**config.mk**
```make
export PLATFORM = sky130hd
export DESIGN_NAME = sp4_uart
export DESIGN_NICKNAME = d
export VERILOG_FILES = /design/src/hw/sp4_pkg.sv /design/src/hw/sp4_uart.sv
export SDC_FILE = /design/constraint.sdc
export NUM_CORES = 1
export LEC_CHECK = 0
export BUFFER_PORTS_ARGS = -buffer_cell sky130_fd_sc_hd__buf_2
export CAP_MARGIN = 10
export CORE_UTILIZATION = 50
export DETAILED_ROUTE_END_ITERATION = 12
export GPL_TIMING_DRIVEN = 0
export HOLD_SLACK_MARGIN = 0.06
export PLACE_DENSITY = 0.74
export SETUP_SLACK_MARGIN = 0.15
export SLEW_MARGIN = 20
export SYNTH_ARGS = -nofsm -noshare
export SYNTH_HDL_FRONTEND = slang
export SYNTH_SLANG_ARGS = --single-unit
export TNS_END_PERCENT = 10
```
**constraint.sdc**
```tcl
create_clock -name clk -period 3.38 [get_ports clk]
set_input_delay 0.507 -clock clk [delete_from_list [all_inputs] [get_ports clk]]
set_output_delay 0.507 -clock clk [all_outputs]
set_load 0.01 [all_outputs]
```
**src/hw/sp4_pkg.sv**
```systemverilog
// Constants and types of the four-mode serial port.
package sp4_pkg;
  localparam logic [7:0] SP4_CTRL_ADDR = 8'h98;
  localparam logic [7:0] SP4_DATA_ADDR = 8'h99;
  localparam logic [7:0] SP4_PWR_ADDR  = 8'h87;
  localparam logic [7:0] SP4_IEN_ADDR  = 8'ha8;
  localparam logic [7:0] SP4_IST_ADDR  = 8'hc0;
  localparam logic [7:0] SP4_IMSK_ADDR = 8'hc1;
  localparam int SP4_C_MODE_HI = 7;
  localparam int SP4_C_MODE_LO = 6;
  localparam int SP4_C_MP      = 5;
  localparam int SP4_C_REN     = 4;
  localparam int SP4_C_TB8     = 3;
  localparam int SP4_C_RB8     = 2;
  localparam int SP4_C_TI      = 1;
  localparam int SP4_C_RI      = 0;
  localparam int SP4_P_DOUBLE  = 7;
  localparam int SP4_P_SEL     = 6;
  localparam int SP4_IE_ES     = 4;
  localparam int SP4_EV_TX     = 0;
  localparam int SP4_EV_RX     = 1;
  localparam int SP4_EV_FE     = 2;
  localparam logic [3:0] SP4_OS_PER_BIT = 4'hf;
  localparam logic [3:0] SP4_OS_CENTRE  = 4'h7;
  localparam int SP4_M0_FAST_DIV = 4;
  localparam int SP4_M0_SLOW_DIV = 12;
  localparam int SP4_M2_FAST_DIV = 32;
  localparam int SP4_M2_SLOW_DIV = 64;
  localparam int SP4_OS_RATIO    = 16;
  localparam logic [3:0] SP4_M0_FAST = 4'(SP4_M0_FAST_DIV);
  localparam logic [3:0] SP4_M0_SLOW = 4'(SP4_M0_SLOW_DIV);
  localparam logic [3:0] SP4_M2_FAST = 4'(SP4_M2_FAST_DIV / SP4_OS_RATIO);
  localparam logic [3:0] SP4_M2_SLOW = 4'(SP4_M2_SLOW_DIV / SP4_OS_RATIO);
  localparam logic [3:0] SP4_BITS_M0  = 4'h8;
  localparam logic [3:0] SP4_BITS_M1  = 4'h8;
  localparam logic [3:0] SP4_BITS_M23 = 4'h9;
  localparam logic [3:0] SP4_FRAME_10 = 4'ha;
  localparam logic [3:0] SP4_FRAME_11 = 4'hb;

  typedef enum logic [3:0] {
    RX_IDLE  = 4'h1,
    RX_START = 4'h2,
    RX_DATA  = 4'h4,
    RX_STOP  = 4'h8
  } sp4_rx_state_type;

  typedef struct packed {
    logic [7:0] addr;
    logic [7:0] wdata;
    logic       wr;
    logic       rd;
  } sp4_bus_type;

  typedef struct packed {
    logic             sm0;
    logic             fe;
    logic             sm1;
    logic             mp;
    logic             ren;
    logic             tb8;
    logic             rb8;
    logic             ti;
    logic             ri;
    logic             sel;
    logic             dbl;
    logic             es;
    logic [2:0]       ist;
    logic [2:0]       imsk;
    logic [7:0]       rx_buf;
    logic [7:0]       rdata;
    logic [3:0]       pre;
    logic             tx_busy;
    logic [10:0]      tx_sh;
    logic [3:0]       tx_cnt;
    logic [3:0]       tx_os;
    sp4_rx_state_type rx_st;
    logic [9:0]       rx_sh;
    logic [3:0]       rx_cnt;
    logic [3:0]       rx_os;
    logic             txd;
    logic             rxd_drive;
    logic             rxd_oe;
  } sp4_state_type;

  localparam sp4_state_type SP4_RESET = '{
    rx_st:   RX_IDLE,
    txd:     1'b1,
    default: '0
  };
endpackage : sp4_pkg

```
**src/hw/sp4_uart.sv**
```systemverilog
// Four-mode serial port: shift-register mode and three async modes.
//
// Our own choice: strobed register access.
`timescale 1ns/1ps
`default_nettype none
// How it works
// - Two mode bits pick sync 8-bit, async 10-bit, or async 11-bit frames.
// - Mode 2 bit rate is the system clock divided by 32 or 64.
// - Mode 0 shifts at the system clock divided by 4 or 12.
// - A power-control select bit makes control bit 7 the mode bit or error flag.
// - A bad stop bit sets the framing-error flag; only software clears it.
// - In mode 0 a cleared multiprocessor bit selects the divide-by-12 rate.
// - Mode 1 with multiprocessor bit set needs a valid stop for receive-done.
// - Modes 2/3 with multiprocessor bit set drop frames whose ninth bit is 0.
// - Reception starts only while the receive-enable bit is one; clearing it aborts async frames only, not mode 0.
// - Modes 2/3 send the stored ninth-bit value as the ninth data bit.
// - Received ninth bit holds the stop bit in mode 1, ninth bit in 2/3.
// - Transmit-done sets after bit 8 in mode 0, at stop start otherwise.
// - Receive-done sets after bit 8 in mode 0, mid-stop otherwise.
// - Data port reads give the receive register, writes load transmit data.
// - Serial interrupts reach the output only while the enable bit is set.
module sp4_uart (
  input  wire logic                clk,
  input  wire logic                srst,
  input  wire logic                ce,
  input  wire sp4_pkg::sp4_bus_type bus,
  output logic [7:0]               rdata,
  input  wire logic                rate_tick,
  input  wire logic                rxd_sense,
  output logic                     rxd_drive,
  output logic                     rxd_oe,
  output logic                     txd,
  output logic                     irq
);
  import sp4_pkg::*;

  sp4_state_type s_r;
  sp4_state_type s_nxt;
  logic [1:0]    mode;
  logic          m0;
  logic [3:0]    per;
  logic [3:0]    half;
  logic          pre_tick;
  logic          tick;
  logic          start_tx;
  logic          ev_tx;
  logic          ev_rx;
  logic          ev_fe;
  logic          ninth;
  logic [7:0]    rx_byte;
  logic [3:0]    nbits;

  // The effective high mode bit is the stored one even while bit 7 shows
  // the error flag, so selecting the flag view never changes the mode.
  assign mode = {s_r.sm0, s_r.sm1};
  assign m0   = (mode == 2'b00);

  always_comb begin
    s_nxt    = s_r;
    ev_tx    = 1'b0;
    ev_rx    = 1'b0;
    ev_fe    = 1'b0;
    ninth    = 1'b0;
    rx_byte  = 8'h00;
    nbits    = (mode == 2'b01) ? SP4_BITS_M1 : SP4_BITS_M23;
    if (m0) begin
      per = s_r.mp ? SP4_M0_FAST : SP4_M0_SLOW;
    end else begin
      per = s_r.dbl ? SP4_M2_FAST : SP4_M2_SLOW;
    end
    half     = per >> 1;
    // A rate change can leave the prescaler above the new ratio; the
    // compare wraps it at once instead of running up to the 4-bit limit.
    pre_tick = (s_r.pre >= per - 4'h1);
    tick     = mode[0] ? rate_tick : pre_tick;
    start_tx = bus.wr && (bus.addr == SP4_DATA_ADDR) && !s_r.tx_busy &&
               !(m0 && (s_r.rx_st != RX_IDLE));

    if (bus.wr) begin
      case (bus.addr)
        SP4_CTRL_ADDR: begin
          if (s_r.sel) begin
            s_nxt.fe = bus.wdata[SP4_C_MODE_HI];
          end else begin
            s_nxt.sm0 = bus.wdata[SP4_C_MODE_HI];
          end
          s_nxt.sm1 = bus.wdata[SP4_C_MODE_LO];
          s_nxt.mp  = bus.wdata[SP4_C_MP];
          s_nxt.ren = bus.wdata[SP4_C_REN];
          s_nxt.tb8 = bus.wdata[SP4_C_TB8];
          s_nxt.rb8 = bus.wdata[SP4_C_RB8];
          s_nxt.ti  = bus.wdata[SP4_C_TI];
          s_nxt.ri  = bus.wdata[SP4_C_RI];
        end
        SP4_PWR_ADDR: begin
          s_nxt.dbl = bus.wdata[SP4_P_DOUBLE];
          s_nxt.sel = bus.wdata[SP4_P_SEL];
        end
        SP4_IEN_ADDR: begin
          s_nxt.es = bus.wdata[SP4_IE_ES];
        end
        SP4_IST_ADDR: begin
          s_nxt.ist = s_r.ist & ~bus.wdata[2:0];
        end
        SP4_IMSK_ADDR: begin
          s_nxt.imsk = bus.wdata[2:0];
        end
        default: begin
        end
      endcase
    end

    if (bus.rd) begin
      case (bus.addr)
        SP4_CTRL_ADDR: begin
          s_nxt.rdata = {s_r.sel ? s_r.fe : s_r.sm0, s_r.sm1, s_r.mp,
                         s_r.ren, s_r.tb8, s_r.rb8, s_r.ti, s_r.ri};
        end
        SP4_DATA_ADDR: s_nxt.rdata = s_r.rx_buf;
        SP4_PWR_ADDR:  s_nxt.rdata = {s_r.dbl, s_r.sel, 6'h00};
        SP4_IEN_ADDR:  s_nxt.rdata = {3'h0, s_r.es, 4'h0};
        SP4_IST_ADDR:  s_nxt.rdata = {5'h00, s_r.ist};
        SP4_IMSK_ADDR: s_nxt.rdata = {5'h00, s_r.imsk};
        default:       s_nxt.rdata = 8'h00;
      endcase
    end

    s_nxt.pre = pre_tick ? 4'h0 : s_r.pre + 4'h1;

    // Transmit side; a write while busy is dropped rather than queued.
    if (start_tx) begin
      s_nxt.tx_busy = 1'b1;
      s_nxt.tx_os   = 4'h0;
      if (m0) begin
        s_nxt.pre    = 4'h0;
        s_nxt.tx_sh  = {3'h7, bus.wdata};
        s_nxt.tx_cnt = SP4_BITS_M0;
      end else if (mode == 2'b01) begin
        s_nxt.tx_sh  = {2'h3, bus.wdata, 1'b0};
        s_nxt.tx_cnt = SP4_FRAME_10;
      end else begin
        s_nxt.tx_sh  = {1'b1, s_r.tb8, bus.wdata, 1'b0};
        s_nxt.tx_cnt = SP4_FRAME_11;
      end
    end else if (s_r.tx_busy) begin
      if (m0) begin
        if (pre_tick) begin
          s_nxt.tx_sh  = {1'b1, s_r.tx_sh[10:1]};
          s_nxt.tx_cnt = s_r.tx_cnt - 4'h1;
          if (s_r.tx_cnt == 4'h1) begin
            s_nxt.tx_busy = 1'b0;
            ev_tx         = 1'b1;
          end
        end
      end else if (tick) begin
        s_nxt.tx_os = s_r.tx_os + 4'h1;
        if (s_r.tx_os == SP4_OS_PER_BIT) begin
          s_nxt.tx_sh  = {1'b1, s_r.tx_sh[10:1]};
          s_nxt.tx_cnt = s_r.tx_cnt - 4'h1;
          if (s_r.tx_cnt == 4'h2) begin
            ev_tx = 1'b1;
          end
          if (s_r.tx_cnt == 4'h1) begin
            s_nxt.tx_busy = 1'b0;
          end
        end
      end
    end

    // Receive side.
    case (s_r.rx_st)
      RX_IDLE: begin
        if (s_r.ren) begin
          if (m0) begin
            if (!s_r.ri && !s_r.tx_busy && !start_tx) begin
              s_nxt.rx_st  = RX_DATA;
              s_nxt.rx_cnt = 4'h0;
              s_nxt.pre    = 4'h0;
            end
          end else if (!rxd_sense) begin
            s_nxt.rx_st = RX_START;
            s_nxt.rx_os = 4'h0;
          end
        end
      end
      RX_START: begin
        if (tick) begin
          s_nxt.rx_os = s_r.rx_os + 4'h1;
          if (s_r.rx_os == SP4_OS_CENTRE) begin
            s_nxt.rx_os  = 4'h0;
            s_nxt.rx_cnt = 4'h0;
            s_nxt.rx_st  = rxd_sense ? RX_IDLE : RX_DATA;
          end
        end
      end
      RX_DATA: begin
        if (m0) begin
          if (s_r.pre == half) begin
            s_nxt.rx_sh  = {rxd_sense, s_r.rx_sh[9:1]};
            s_nxt.rx_cnt = s_r.rx_cnt + 4'h1;
          end
          if (pre_tick && (s_r.rx_cnt == SP4_BITS_M0)) begin
            s_nxt.rx_buf = s_r.rx_sh[9:2];
            s_nxt.rx_st  = RX_IDLE;
            ev_rx        = 1'b1;
          end
        end else if (tick) begin
          s_nxt.rx_os = s_r.rx_os + 4'h1;
          if (s_r.rx_os == SP4_OS_PER_BIT) begin
            s_nxt.rx_sh  = {rxd_sense, s_r.rx_sh[9:1]};
            s_nxt.rx_cnt = s_r.rx_cnt + 4'h1;
            if (s_r.rx_cnt + 4'h1 == nbits) begin
              s_nxt.rx_st = RX_STOP;
            end
          end
        end
      end
      RX_STOP: begin
        if (tick) begin
          s_nxt.rx_os = s_r.rx_os + 4'h1;
          if (s_r.rx_os == SP4_OS_PER_BIT) begin
            s_nxt.rx_st = RX_IDLE;
            if (mode == 2'b01) begin
              ninth   = rxd_sense;
              rx_byte = s_r.rx_sh[9:2];
            end else begin
              ninth   = s_r.rx_sh[9];
              rx_byte = s_r.rx_sh[8:1];
            end
            ev_fe = !rxd_sense;
            // A frame landing while the last one is unread is lost, so
            // software never sees a half-updated buffer.
            if (!s_r.ri && (!s_r.mp || ninth)) begin
              s_nxt.rx_buf = rx_byte;
              s_nxt.rb8    = ninth;
              ev_rx        = 1'b1;
            end
          end
        end
      end
      default: s_nxt.rx_st = RX_IDLE;
    endcase
    if (!s_r.ren && !m0) begin
      s_nxt.rx_st = RX_IDLE;
    end

    // Hardware sets come last so that they win over a same-cycle clear.
    if (ev_tx) begin
      s_nxt.ti              = 1'b1;
      s_nxt.ist[SP4_EV_TX]  = 1'b1;
    end
    if (ev_rx) begin
      s_nxt.ri              = 1'b1;
      s_nxt.ist[SP4_EV_RX]  = 1'b1;
    end
    if (ev_fe) begin
      s_nxt.fe              = 1'b1;
      s_nxt.ist[SP4_EV_FE]  = 1'b1;
    end

    if (m0 && (s_nxt.tx_busy || (s_nxt.rx_st != RX_IDLE))) begin
      s_nxt.txd = (s_nxt.pre >= half);
    end else begin
      s_nxt.txd = m0 ? 1'b1 : (!s_nxt.tx_busy || s_nxt.tx_sh[0]);
    end
    s_nxt.rxd_drive = s_nxt.tx_sh[0];
    s_nxt.rxd_oe    = m0 && s_nxt.tx_busy;
  end

  always_ff @(posedge clk) begin
    if (srst) begin
      s_r <= SP4_RESET;
    end else if (ce) begin
      s_r <= s_nxt;
    end
  end

  assign rdata     = s_r.rdata;
  assign txd       = s_r.txd;
  assign rxd_drive = s_r.rxd_drive;
  assign rxd_oe    = s_r.rxd_oe;
  assign irq       = s_r.es && |(s_r.ist & s_r.imsk);

  logic ctl_wr;
  assign ctl_wr = bus.wr && (bus.addr == SP4_CTRL_ADDR);
endmodule // sp4_uart
`default_nettype wire

```
==> impl_metrics.csv <==
group,metric,value,unit
outcome,status,"complete, no violations",
min_path,min_path_cells,3,
cts,worstSkewPairLatency,0.37,ns
sta,fin_crit,3.15,ns
layout,final_util,0.591,
global_route,grt_use_total,0.277,
layout,fill_cells,810,
sta,timing.fmax,0.318,GHz
floorplan,initial_core_util,0.522,
synthesis,muxShareOfSynthArea,0.0826,
synthesis,synth-edff-count,0,
sta,maxSlewViolCount,0,
sta,skew,0.0117,ns
routing,wl_per_cell,18.0,um
synthesis,synth_xor_area_frac,0.0133,
sta,period_share,0.931,
synthesis,synthesis.nets,596,
worst_setup_path,regToRegEndpoint,"txd",
synthesis,yosysWarnings,0,
worst_setup_path,cp_cell_sequence,"or2_1 > buf_4 > and2_4 > ha_1 > a211o_4 > a21oi_4 > o21a_1 > and2_1 > ha_1 > a21boi_0 > o21ai_0 > nand3_1 > a21oi_1 > a221oi_1",
floorplan,ios,35,
placed_design,hpwl,9320,um
power,p_leak,2.08,nW
worst_setup_path,crit_path_max_incr_delay,0.39,ns
power,vdd_drop_max,0.231,mV
layout,multi_input_area,2790,um^2
synthesis,ys_seq_elements,81,
cts,htree_num_levels,3,
synthesis,yosys_most_used_dff,"dfxtp_1",
floorplan,rows,34,
layout,final_common_cell,"dfxtp_1",
routing,drcViolationCount,0,
worst_setup_path,rrSetupSlack,0.23,ns
worst_setup_path,path_max_fanout,10,
routing,vias,4554,
cts,cts_tree,"built",
synthesis,ys_seq_area_frac,0.351,
layout,synthToLayoutAreaGrowth,13.2,%
synthesis,synth_top_cells_by_area,"dfxtp_1, mux2i_1, nor2_1",
placed_design,routabilityCongestion,0.948,
synthesis,netlist_instances,560,
cts,clockBufferDepth,2,
routing,drt_iter0_markers,318,
synthesis,synth_fa_ha_area_frac,0.0374,
min_path,hp-class,"in2reg",
floorplan,design.die.area,9620,um^2
worst_setup_path,worstSetupStartpointType,"register",
floorplan,die-width,98.1,um
sta,finalSetupViolations,0,
synthesis,yosys.area.top_type,"dfxtp_1",
floorplan,core_area,8850,um^2
routing,firstDrtPassIters,5,
worst_setup_path,worst_r2r_path_depth,14,
worst_setup_path,crit_type,"reg2reg",
power,power.total,1.94,mW
synthesis,ys_async_sr_fraction,0,
worst_setup_path,r2r_start,"mode[1]",
cts,path_clk_slew,0.09,ns
global_route,grt_pass1_vias,4260,
worst_setup_path,end_kind,"register",
synthesis,synth_compound_area_frac,0.203,
synthesis,synth_area_per_cell,8.25,um^2
layout,drive_above_1_share,0.160,
sta,setup_tns,0,ns
layout,layout_common_cells,"dfxtp_1, nor2_1, nand2_1",
layout,seqCellArea,1630,um^2
synthesis,ys_types,68,
routing,totalWireLength,13000,um
worst_setup_path,crit_slowest_cell,"dfxtp_4",
worst_setup_path,arrival,3.40,ns
cts,cts_sinks,81,
sta,maxSlewHeadroom,0.348,
worst_setup_path,cpMostUsedCell,"ha_1",
global_route,grt_max_degree,17,
power,power_density,370,nW/um^2
floorplan,die_h,98.1,um
global_route,grt_first_pass_wirelength,21100,um
synthesis,synth_top_family_by_area,"simple AND/OR/NAND/NOR gates",
sta,tightest_slew,0.970,ns
sta,finalHoldViolCount,0,
min_path,min-delay-start,"bus[9]",
worst_setup_path,critPathRequiredTime,3.64,ns
synthesis,synth_top_area_frac,0.351,
cts,cts_made_buffers,9,
synthesis,synth-simple-area-share,0.258,
routing,routed_via_density,6.33,
layout,final_nets,642,
global_route,grt_overflow_total,0,
synthesis,syn-cell-area,4620,um^2
global_route,grt_antenna_before_repair,0,
placed_design,io_buffers,31,
cts,root_buffer,"clkbuf_8",
layout,antenna_cells,0,
routing,drtAntennaViolNets,0,
sta,rsz0062_at_grt,"true",
job,drv_cap,0,
min_path,hold_path_end,"mode[1]",
worst max path at each step:
stage                     depth (start not counted)  slack, ns      end     from
after global routing                             15       0.06      txd  mode[1]
after global placement                           14      -0.35      txd  mode[1]
final                                            14       0.23      txd  mode[1]
after CTS                                        14       0.16      txd  mode[1]
after detailed placement                         10      -0.39  s_r[30]  mode[1]
after floorplan                                  15       0.31      txd  mode[1]
layer usage:
layer  up-vias  wire [um]  global-route usage
li1       2150          -                   -
met1      2185       5550               0.355
met2       183       6100               0.459
met3        36       1000              0.0565
met4         0        324               0.106
met5         -          0                   0
sequential cells by signal (all words and copies together), names as in the netlist:
register,count
rdata,8
s_r,69
txd,1
mode,2
rxd_oe,1
cell families (layout without fill, tap and decap cells):
group	Yosys count	in the layout
AND/OR/NAND/NOR	234	234
AO/OA/AOI/OAI	134	134
flip-flops	81	81
buffers and inverters	53	104
multiplexers	37	37
adder cells (fa/ha/maj)	14	14
XOR/XNOR	7	7
power by group:
part	switching, mW	internal (mW)	leakage [nW]	total [mW]
Sequential	0.00663	0.959	0.654	0.966
Combinational	0.0848	0.0409	1.31	0.126
Clock	0.414	0.432	0.117	0.846
synth_stat cells, types with 4 or more instances:
library cell and count:
ha_1 13, a221oi_1 11, nor2b_1 8, a21oi_1 43
nor2_1 71, inv_1 12, a221o_1 4, nand3_1 19
buf_2 7, or3_1 5, mux2_2 9, and2_1 5
a22oi_1 8, clkbuf_1 22, a222oi_1 4, or4_1 4
a31oi_1 5, and3_1 11, dfxtp_1 81, xnor2_1 5
o21ai_0 10, nor4b_1 4, nor3_1 16, nand2_1 58
a211oi_1 13, mux2i_1 28, nand2b_1 6, buf_4 9
o21ai_1 5
per-stage QoR:
stage               instance area (um^2)  setup WS [ns]  hold slack [ns]  std cells
floorplan                           4620          0.314            0.427        560
global placement                    4910         -0.351            0.436        699
detailed placement                  4910         -0.386            0.458        699
CTS                                 5210          0.158            0.420        719
global route                        5230         0.0642            0.428        719
finish                              5230          0.233            0.429        719
final cells by class:
type                       instances  area share
tap                              108      0.0258
clock inverter                     7      0.0203
multi-input combinational        426       0.534
timing repair buffer              35      0.0361
clock buffer                       9      0.0237
buffer                            41      0.0407
sequential                        81       0.311
inverter                          12     0.00861
worst max-delay path: cells and delay by family, from the launching register on:
kind,cells,cell delay [ns]
adder cells (fa/ha/maj),2,0.53
AND/OR/NAND/NOR,4,0.65
AO/OA/AOI/OAI,7,1.29
buffers and inverters,1,0.18
flip-flops,1,0.39
timing repair:
item | in CTS | in global routing
pin swaps | 2 | 1
setup buffers | 4 | 0
hold buffers | 0 | 0
resized for setup | 9 | 12
endpoints found under the setup margin | 52 | 28
Note: power is estimated with default switching activity, not from simulation.
